`src/rtl/bgir_defs.svh`:
```
// constants for the baud divider and infrared endec
`ifndef BGIR_DEFS_SVH
`define BGIR_DEFS_SVH
`define BGIR_OFS_DIV_LOW 8'h00
`define BGIR_OFS_DIV_HIGH 8'h04
`define BGIR_OFS_LINE_CTL 8'h0C
`define BGIR_OFS_INFRARED_CONTROL 8'h20
`define BGIR_OFS_STATUS 8'h24
`define BGIR_DIV_RESET 16'h0002
`define BGIR_DIV_TERM 16'h0001
`define BGIR_LCR_ACCESS_BIT 7
`define BGIR_IRC_RXEN_BIT 0
`define BGIR_IRC_LOOP_BIT 1
`define BGIR_IRC_ENC_BIT 2
`define BGIR_IRC_NP_LSB 4
`define BGIR_TICKS_PER_BIT 4'hF
`define BGIR_TX_PULSE_START 4'h7
`define BGIR_TX_PULSE_END 4'hA
`define BGIR_RX_MAX_PULSE 3'h5
`define BGIR_NP_LOW_BITS 2'h3
`endif

```
`src/rtl/bgir_pkg.sv`:
```
// types shared by the baud divider and infrared endec
package bgir_pkg;
   typedef struct packed {
      logic [7:0] addr;
      logic [31:0] wdata;
      logic wr;
      logic rd;
   } bgir_req_t;
   typedef struct packed {
      logic [3:0] narrow_pulse;
      logic encode_en;
      logic loop_back;
      logic rx_en;
   } bgir_irctl_t;
   typedef enum logic [1:0] {RX_IDLE, RX_LOW, RX_BIT} bgir_rxst_t;
endpackage

```
`src/rtl/bgir_top.sv`:
```
// baud divider with infrared encoder/decoder and its register port
//
// Added by the designer: strobed register access.
`timescale 1ns/1ns
`include "bgir_defs.svh"
module bgir_top
#(
   parameter bit HAS_IR = 1'b1
)
(
   // clock and reset
   input wire logic clk_i,
   input wire logic rstn_i,
   // register port
   input wire logic [7:0] addr_i,
   input wire logic [31:0] wdata_i,
   input wire logic wr_i,
   input wire logic rd_i,
   output logic [31:0] rdata_o,
   // uart side
   input wire logic uart_txd_i,
   output logic uart_rxd_o,
   output logic baud_tick_o,
   // transceiver side
   output logic infrared_tx_out_o,
   input wire logic infrared_rx_in_i
);
   import bgir_pkg::*;

   bgir_req_t req;
   assign req = '{addr: addr_i, wdata: wdata_i, wr: wr_i, rd: rd_i};

   // register file
   logic [7:0] div_low_reg, div_low_next, div_high_reg, div_high_next, lcr_reg, lcr_next;
   bgir_irctl_t irc_reg, irc_next;
   logic [31:0] rdata_reg, rdata_next;
   logic div_load;
   logic access_latch;
   assign access_latch = lcr_reg[`BGIR_LCR_ACCESS_BIT];

   function automatic logic hit(input logic [7:0] a, input logic [7:0] ofs);
      hit = (a == ofs);
   endfunction

   logic [15:0] div_word;
   assign div_word = {div_high_reg, div_low_reg};

   // decoder state, used in the status read
   bgir_rxst_t rx_st_reg, rx_st_next;
   logic rxd_reg, rxd_next;

   always_comb
   begin
      div_low_next = div_low_reg;
      div_high_next = div_high_reg;
      lcr_next = lcr_reg;
      irc_next = irc_reg;
      rdata_next = 32'h0000_0000;
      div_load = 1'b0;
      if (req.wr)
      begin
         if (hit(req.addr, `BGIR_OFS_LINE_CTL))
            lcr_next = req.wdata[7:0];
         if (access_latch && hit(req.addr, `BGIR_OFS_DIV_LOW))
         begin
            div_low_next = req.wdata[7:0];
            div_load = 1'b1;
         end
         if (access_latch && hit(req.addr, `BGIR_OFS_DIV_HIGH))
         begin
            div_high_next = req.wdata[7:0];
            div_load = 1'b1;
         end
         if (HAS_IR && hit(req.addr, `BGIR_OFS_INFRARED_CONTROL))
         begin
            irc_next.rx_en = req.wdata[`BGIR_IRC_RXEN_BIT];
            irc_next.loop_back = req.wdata[`BGIR_IRC_LOOP_BIT];
            irc_next.encode_en = req.wdata[`BGIR_IRC_ENC_BIT];
            irc_next.narrow_pulse = req.wdata[`BGIR_IRC_NP_LSB +: 4];
         end
      end
      if (req.rd)
      begin
         if (access_latch && hit(req.addr, `BGIR_OFS_DIV_LOW))
            rdata_next = {24'h00_0000, div_low_reg};
         else if (access_latch && hit(req.addr, `BGIR_OFS_DIV_HIGH))
            rdata_next = {24'h00_0000, div_high_reg};
         else if (hit(req.addr, `BGIR_OFS_LINE_CTL))
            rdata_next = {24'h00_0000, lcr_reg};
         else if (HAS_IR && hit(req.addr, `BGIR_OFS_INFRARED_CONTROL))
         begin
            rdata_next[`BGIR_IRC_RXEN_BIT] = irc_reg.rx_en;
            rdata_next[`BGIR_IRC_LOOP_BIT] = irc_reg.loop_back;
            rdata_next[`BGIR_IRC_ENC_BIT] = irc_reg.encode_en;
            rdata_next[`BGIR_IRC_NP_LSB +: 4] = irc_reg.narrow_pulse;
         end
         else if (hit(req.addr, `BGIR_OFS_STATUS))
            rdata_next = {29'h0000_0000, rxd_reg, rx_st_reg};
      end
   end

   always_ff @(posedge clk_i or negedge rstn_i)
   begin
      if (!rstn_i)
      begin
         div_low_reg <= 8'(`BGIR_DIV_RESET);
         div_high_reg <= 8'h00;
         lcr_reg <= 8'h00;
         irc_reg <= '0;
         rdata_reg <= 32'h0000_0000;
      end
      else
      begin
         div_low_reg <= div_low_next;
         div_high_reg <= div_high_next;
         lcr_reg <= lcr_next;
         irc_reg <= irc_next;
         rdata_reg <= rdata_next;
      end
   end
   assign rdata_o = rdata_reg;

   // baud divider; divisors under two are clamped so the rate never exceeds clk/2
   logic [15:0] cnt_reg, cnt_next, load_val;
   logic tick_reg, tick_next;
   always_comb
   begin
      load_val = (div_word < `BGIR_DIV_RESET) ? `BGIR_DIV_RESET : div_word;
      if (div_load)
         load_val = ({div_high_next, div_low_next} < `BGIR_DIV_RESET) ? `BGIR_DIV_RESET
                    : {div_high_next, div_low_next};
      tick_next = 1'b0;
      cnt_next = cnt_reg - 16'h0001;
      if (div_load)
         cnt_next = load_val;
      else if (cnt_reg == `BGIR_DIV_TERM)
      begin
         cnt_next = load_val;
         tick_next = 1'b1;
      end
   end

   always_ff @(posedge clk_i or negedge rstn_i)
   begin
      if (!rstn_i)
      begin
         cnt_reg <= `BGIR_DIV_RESET;
         tick_reg <= 1'b0;
      end
      else
      begin
         cnt_reg <= cnt_next;
         tick_reg <= tick_next;
      end
   end
   assign baud_tick_o = tick_reg;

   // encoder: tick phase within a bit, sampled uart data at bit start
   logic [3:0] tx_ph_reg, tx_ph_next;
   logic tx_bit_reg, tx_bit_next, irtx_reg, irtx_next;
   always_comb
   begin
      tx_ph_next = tx_ph_reg;
      tx_bit_next = tx_bit_reg;
      irtx_next = irtx_reg;
      if (tick_reg)
      begin
         tx_ph_next = tx_ph_reg + 4'h1;
         if (tx_ph_reg == `BGIR_TICKS_PER_BIT)
            tx_bit_next = uart_txd_i;
         irtx_next = 1'b0;
         if (HAS_IR && irc_reg.encode_en && !tx_bit_next && tx_ph_next >= `BGIR_TX_PULSE_START
             && tx_ph_next < `BGIR_TX_PULSE_END)
            irtx_next = 1'b1;
      end
   end

   always_ff @(posedge clk_i or negedge rstn_i)
   begin
      if (!rstn_i)
      begin
         tx_ph_reg <= 4'h0;
         tx_bit_reg <= 1'b1;
         irtx_reg <= 1'b0;
      end
      else
      begin
         tx_ph_reg <= tx_ph_next;
         tx_bit_reg <= tx_bit_next;
         irtx_reg <= irtx_next;
      end
   end
   assign infrared_tx_out_o = irtx_reg;

   // decoder: idle-high line, a low pulse marks a 0 bit
   logic rx_in, rx_prev_reg;
   assign rx_in = irc_reg.loop_back ? !irtx_reg : infrared_rx_in_i;
   logic [5:0] np_cnt_reg, np_cnt_next;
   logic [2:0] pw_reg, pw_next;
   logic [3:0] rx_ph_reg, rx_ph_next;
   logic pulse_ok_reg, pulse_ok_next;

   always_comb
   begin
      rx_st_next = rx_st_reg;
      rxd_next = rxd_reg;
      np_cnt_next = np_cnt_reg;
      pw_next = pw_reg;
      rx_ph_next = rx_ph_reg;
      pulse_ok_next = pulse_ok_reg;
      if (!(HAS_IR && irc_reg.rx_en))
      begin
         rx_st_next = RX_IDLE;
         rxd_next = 1'b1;
      end
      else
      begin
         unique case (rx_st_reg)
            RX_IDLE:
               if (rx_prev_reg && !rx_in)
               begin
                  rx_st_next = RX_LOW;
                  np_cnt_next = {irc_reg.narrow_pulse, `BGIR_NP_LOW_BITS};
                  pulse_ok_next = (irc_reg.narrow_pulse == 4'h0);
                  pw_next = 3'h0;
               end
            RX_LOW:
            begin
               if (np_cnt_reg != 6'h00)
                  np_cnt_next = np_cnt_reg - 6'h01;
               if (np_cnt_reg == 6'h01)
                  pulse_ok_next = 1'b1;
               if (tick_reg)
                  pw_next = pw_reg + 3'h1;
               if (pw_reg > `BGIR_RX_MAX_PULSE)
                  pulse_ok_next = 1'b0;
               if (rx_in)
               begin
                  if (pulse_ok_next && pw_reg <= `BGIR_RX_MAX_PULSE)
                  begin
                     rx_st_next = RX_BIT;
                     rxd_next = 1'b0;
                     rx_ph_next = `BGIR_TX_PULSE_START + 4'h3;
                  end
                  else
                     rx_st_next = RX_IDLE;
               end
            end
            RX_BIT:
            begin
               if (rx_prev_reg && !rx_in)
               begin
                  np_cnt_next = {irc_reg.narrow_pulse, `BGIR_NP_LOW_BITS};
                  pulse_ok_next = (irc_reg.narrow_pulse == 4'h0);
                  pw_next = 3'h0;
               end
               if (tick_reg)
               begin
                  rx_ph_next = rx_ph_reg + 4'h1;
                  if (rx_ph_reg == `BGIR_TICKS_PER_BIT)
                  begin
                     // bit ends at phase 15; the phase restarts from 10 at the end of every accepted pulse
                     rxd_next = 1'b1;
                     if (!rx_in)
                        rx_st_next = RX_LOW;
                     else
                        rx_st_next = RX_IDLE;
                  end
               end
            end
            default:
               rx_st_next = RX_IDLE;
         endcase
      end
   end

   always_ff @(posedge clk_i or negedge rstn_i)
   begin
      if (!rstn_i)
      begin
         rx_st_reg <= RX_IDLE;
         rxd_reg <= 1'b1;
         np_cnt_reg <= 6'h00;
         pw_reg <= 3'h0;
         rx_ph_reg <= 4'h0;
         pulse_ok_reg <= 1'b0;
         rx_prev_reg <= 1'b1;
      end
      else
      begin
         rx_st_reg <= rx_st_next;
         rxd_reg <= rxd_next;
         np_cnt_reg <= np_cnt_next;
         pw_reg <= pw_next;
         rx_ph_reg <= rx_ph_next;
         pulse_ok_reg <= pulse_ok_next;
         rx_prev_reg <= rx_in;
      end
   end
   assign uart_rxd_o = rxd_reg;
endmodule

```
`config.mk`:
```
export PLATFORM = sky130hd
export DESIGN_NAME = bgir_top
export DESIGN_NICKNAME = d
export VERILOG_FILES = /design/src/rtl/bgir_pkg.sv /design/src/rtl/bgir_top.sv
export VERILOG_INCLUDE_DIRS = /design/src /design/src/rtl
export SDC_FILE = /design/constraint.sdc
export NUM_CORES = 1
export LEC_CHECK = 0
export BUFFER_PORTS_ARGS = -buffer_cell sky130_fd_sc_hd__buf_4
export CORE_MARGIN = 3
export CORE_UTILIZATION = 51
export DETAILED_ROUTE_END_ITERATION = 12
export PLACE_DENSITY = 0.77
export RECOVER_POWER = 50
export SLEW_MARGIN = 25
export SYNTH_ARGS = -nofsm -noshare
export SYNTH_HDL_FRONTEND = slang
export SYNTH_SLANG_ARGS = --single-unit
export TNS_END_PERCENT = 1
```
`constraint.sdc`:
```
create_clock -name clk_i -period 2.05 [get_ports clk_i]
set_input_delay 0 -clock clk_i [delete_from_list [all_inputs] [get_ports clk_i]]
set_output_delay 0 -clock clk_i [all_outputs]
set_load 0.005 [all_outputs]
```
; ---- Word-level counts from Yosys, hierarchy flattened
; Cells that the tools add are included.
[totals]
reg_bits = 104
input_bits = 46
output_inout_bits = 35
elab_cells = 135
[classes]
addsub = 5
magnitude_cmp = 6
eq_ne = 22
n_mux = 57
n_reduce_logical = 25
[op_table]
columns = op, count
row1 = 32-bit 2-to-1 mux, 4
row2 = 16-bit 2-to-1 mux, 5
row3 = "16-bit by 2-bit less-than comparator with 1-bit output, second input constant", 2
row4 = 8-bit 2-to-1 mux, 4
row5 = 24-bit 2-to-1 mux, 1
row6 = 1-bit 2-to-1 mux, 21
row7 = "16-bit by 1-bit == test with 1-bit output, second input constant", 1
row8 = "8-bit by 6-bit == test with 1-bit output, second input constant", 2
row9 = 4-bit 2-to-1 mux, 4
row10 = "16-bit by 1-bit subtractor with 16-bit output, second input constant", 1
row11 = "3-bit != test, second input constant", 5
row12 = 2-bit 2-to-1 mux, 6
row13 = 3-bit 2-to-1 mux, 4
row14 = 6-bit 2-to-1 mux, 2
row15 = 6-bit case mux with 2 select lines, 1
row16 = 4-bit AND reduction, 3
row17 = "2-bit != test, second input constant", 5
row18 = 5-bit AND reduction, 2
row19 = "4-bit by 1-bit adder with 4-bit output, second input constant", 2
row20 = "4-bit == test, second input constant", 2
row21 = "8-bit by 3-bit == test with 1-bit output, second input constant", 1
row22 = "8-bit by 4-bit == test with 1-bit output, second input constant", 1
row23 = 8-bit logical NOT, 1
row24 = 4-bit case mux with 2 select lines, 1
row25 = 23 further kinds, 34

; ---- Logic depth before layout (Yosys ltp)
[depth]
depth_word = 10
ltp_mapped = 8
depth_no_buf = 7

; ---- Least setup slack after synthesis
; Ideal clock, no wire load.
[synth_path]
kind = reg2reg
from = register cnt_reg[6]
to = register cnt_reg[13]
setup_time_ps = 131
arrival_ps = 1967
required_time_ps = 1919
path_slack_ps = -48
stages_incl_launch_ff = 7
n_path_buf = 1
cell_sequence = dfrtp_1 or4_1 clkbuf_1 or4_4 nor3_1 xnor2_1 o211ai_1
[synth_between]
elab_chain_cells = 3
[synth_rtl]
columns = item, line_no
row1 = from (decl), bgir_top.sv:124  ; logic [15:0] cnt_reg, cnt_next, load_val;
row2 = from (signal assigned), bgir_top.sv:147  ; cnt_reg <= `BGIR_DIV_RESET;
row3 = from (signal assigned), bgir_top.sv:152  ; cnt_reg <= cnt_next;
row4 = 16-bit by 1-bit subtractor with 16-bit output or 16-bit by 1-bit == test with 1-bit output (tied branches), --
row5 = 16-bit 2-to-1 mux *, bgir_top.sv:136  ; else if (cnt_reg == `BGIR_DIV_TERM)
row6 = 16-bit 2-to-1 mux *, bgir_top.sv:134  ; if (div_load)
row7 = via cnt_next[13], bgir_top.sv:124
; The timed path passes the listed nets; every way through them passes the cells marked *.
; A chain may end at the register's enable or synchronous reset.

; ---- Worst setup path after layout
[layout_path]
from = register lcr_reg[7]
to = register cnt_reg[1]
[layout_between]
elab_chain_cells = 8
[layout_rtl]
columns = item, line_no
row1 = from (decl), bgir_top.sv:34  ; logic [7:0] div_low_reg, div_low_next, div_high_reg, div_high_next, lcr_reg, lcr_next;
row2 = from (signal assigned), bgir_top.sv:116  ; lcr_reg <= lcr_next;
row3 = 1-bit logical AND *, bgir_top.sv:64  ; if (access_latch && hit(req.addr, `BGIR_OFS_DIV_LOW))
row4 = 8-bit 2-to-1 mux *, bgir_top.sv:64
row5 = 8-bit 2-to-1 mux *, bgir_top.sv:60  ; if (req.wr)
row6 = via div_low_next[1], bgir_top.sv:34
row7 = 16-bit by 2-bit less-than comparator with 1-bit output (no line), --
row8 = 16-bit 2-to-1 mux *, bgir_top.sv:130  ; load_val = ({div_high_next, div_low_next} < `BGIR_DIV_RESET) ? `BGIR_DIV_RESET
row9 = 16-bit 2-to-1 mux *, bgir_top.sv:129  ; if (div_load)
row10 = 16-bit 2-to-1 mux, bgir_top.sv:136
row11 = 16-bit 2-to-1 mux *, bgir_top.sv:134
row12 = via cnt_next[1], bgir_top.sv:124
; Marked as above.

==> impl_metrics.env <==
export IMPL_status="complete, but fails checks"
export IMPL_violations="capacitance limit, slew limit, setup timing"
export IMPL_row_count=33
export IMPL_fmax_ghz=0.477
export IMPL_port_buffers=32
export IMPL_tightest_slew_ns=1.80
export IMPL_drc=0
export IMPL_grt_max_degree=49
export IMPL_crit_fanout=8
export IMPL_ctsRootBufferMaster="clkbuf_8"
export IMPL_holdPathStages=3
export IMPL_hp_start="rd_i"
export IMPL_fin_skew_ns=0.00517
export IMPL_yosysWarnings=0
export IMPL_holdWs_ns=0.0189
export IMPL_post_cts_buffers=0
export IMPL_cts_sinks=80
export IMPL_final_common_cell="dfrtp_1"
export IMPL_final_cell_mix="dfrtp_1, buf_4, nand2_1"
export IMPL_antenna_left=0
export IMPL_grt_pass1_wl_mm=17.7
export IMPL_antenna_found_initial=0
export IMPL_wl_per_cell_um=17.0
export IMPL_leakage_nw=2.49
export IMPL_synth_seq_cells=80
export IMPL_gp_congestion=0.963
export IMPL_layout_setup_ws_ns=-0.0450
export IMPL_ys_async_sr_fraction=1.00
export IMPL_syn_area_per_cell_um2=9.63
export IMPL_insertion_delay_ns=0.35
export IMPL_synth_distinct_cells=61
export IMPL_min_to="rdata_o[5]"
export IMPL_ys_flop_type="dfrtp_1"
export IMPL_power_mw=3.74
export IMPL_clkTransAtPathRegs_ns=0.08
export IMPL_end_kind="flip-flop"
export IMPL_power_density_nw_per_um2=702
export IMPL_rsz0062_at_grt="true"
export IMPL_finalHoldViolations=0
export IMPL_setup_viol=3
export IMPL_nNetsFinal=588
export IMPL_first_pass_iters=5
export IMPL_routed_via_density=5.88
export IMPL_grt_ovfl_total=0
export IMPL_r2r_end="cnt_reg[1]"
export IMPL_area_delta_synth_final_pct=19.2
export IMPL_grt_usage=0.223
export IMPL_path_class="reg2reg"
export IMPL_io_pins=81
export IMPL_synth_edf_count=0
export IMPL_cap_viol_max_count=1
export IMPL_slew_viol_final=33
export IMPL_fin_tns_setup_ns=-0.0547
export IMPL_rr_worst_depth=4
export IMPL_die_height_um=99.6
export IMPL_period_needed_ns=2.10
export IMPL_cts_buffers_inserted=9
export IMPL_coreArea_um2=8380
export IMPL_crit_arrival_ns=2.37
export IMPL_cp_start_kind="flip-flop"
export IMPL_hold_path_class="in2reg"
export IMPL_die_width_um=99.6
export IMPL_ir_worst_vdd_v=0.000689
export IMPL_synth_cell_area_um2=4470
export IMPL_first_iter_violations=220
export IMPL_seq_area_frac_synth=0.449
export IMPL_drt_wl_total_mm=10.9
export IMPL_syn_inst=464
export IMPL_rr_startpoint="lcr_reg[7]"
export IMPL_slew_limit_headroom=-0.199
export IMPL_grt_pass1_vias=3661
export IMPL_antennaDiodeCount=0
export IMPL_cts_tree="built"
export IMPL_ff2ff_setup_slack_ns=-0.05
export IMPL_dp_hpwl_mm=8.05
export IMPL_required_ns=2.33
export IMPL_drive_gt1_frac=0.246
export IMPL_htreeDepth=3
export IMPL_largest_register_ffs=16
export IMPL_dieArea_um2=9920
export IMPL_period_share=1.02
export IMPL_initial_utilization=0.533
export IMPL_num_vias=3772
export IMPL_clock_path_buffers=2
==> final cells by class <==
cell class	count	area, um^2
Fill cell	671	3060
Multi-Input combinational cell	346	2290
Sequential cell	80	2010
Timing Repair Buffer	75	598
Clock buffer	10	138
Tap cell	105	131
Clock inverter	5	81.3
Inverter	21	78.8
==> how the worst max path moves through the flow <==
stage | cells past startpoint | endpoint | start | slack, ns
final | 4 | cnt_reg[1] | lcr_reg[7] | -0.05
after global routing | 6 | cnt_reg[0] | lcr_reg[7] | -0.11
after CTS | 4 | cnt_reg[1] | lcr_reg[7] | -0.03
after detailed placement | 7 | cnt_reg[8] | cnt_reg[0] | -0.21
after global placement | 7 | cnt_reg[8] | cnt_reg[0] | -0.03
after floorplan | 6 | cnt_reg[11] | cnt_reg[6] | -0.05
==> per-layer routing <==
layer	global-route usage	routed length, um	vias to the layer above
met5	0	0	-
met4	0.0630	234	0
met3	0.0505	786	31
met2	0.388	5410	149
met1	0.279	4460	1836
li1	-	-	1756
==> power by group <==
group	internal (mW)	switching (mW)
combinational	0.294	0.372
clock	0.712	0.560
sequential	1.69	0.109
==> cell usage after synthesis, types with 11 or more instances <==
cell type  count  area share
dfrtp_1       75        0.42
nand2_1       45       0.038
nor2_1        39       0.033
o21ai_0       28       0.031
buf_4         26       0.044
mux2_2        23       0.058
inv_1         21       0.018
a21oi_1       18       0.020
nor3_1        18       0.020
clkbuf_1      12       0.010
nand4_1       11       0.015
nor4_1        11       0.015
==> metrics by stage <==
| step | instance area, um^2 | setup WS, ns | instances | util |
|---|---|---|---|---|
| after floorplan | 4560 | -0.0454 | 487 | - |
| after global routing | 5330 | -0.108 | 642 | 0.635 |
| after CTS | 5290 | -0.0308 | 642 | 0.631 |
| final | 5330 | -0.0450 | 642 | 0.635 |
| after detailed placement | 4930 | -0.212 | 616 | 0.588 |
| after global placement | 4930 | -0.0297 | 616 | 0.588 |
==> kinds of logic (layout without fill, tap and decap cells) <==
kind of cell | after synthesis | count (layout) | synth area share
other | 1 | 24 | 0.000839
buffers and inverters | 61 | 111 | 0.0748
muxes | 34 | 34 | 0.0837
AOI/OAI and AO/OA | 90 | 90 | 0.131
DFF | 80 | 80 | 0.449
adders and majority gates | 9 | 9 | 0.0252
xor gates and xnor gates | 17 | 17 | 0.0333
and+or+nand+nor | 172 | 172 | 0.202
==> critical path: stages (launching register included) <==
cell	delay [ns]
dfrtp_1	0.38
or4b_4	0.48
or4_4	0.52
mux2_4	0.34
a211o_1	0.30
==> what timing repair did <==
action,in CTS,in global routing
resized for setup,6,12
hold buffers,11,0
setup endpoints to repair,9,14
pin swaps,1,1
endpoints found under the hold margin,110,0
Note: power is estimated with default switching activity, not from simulation.
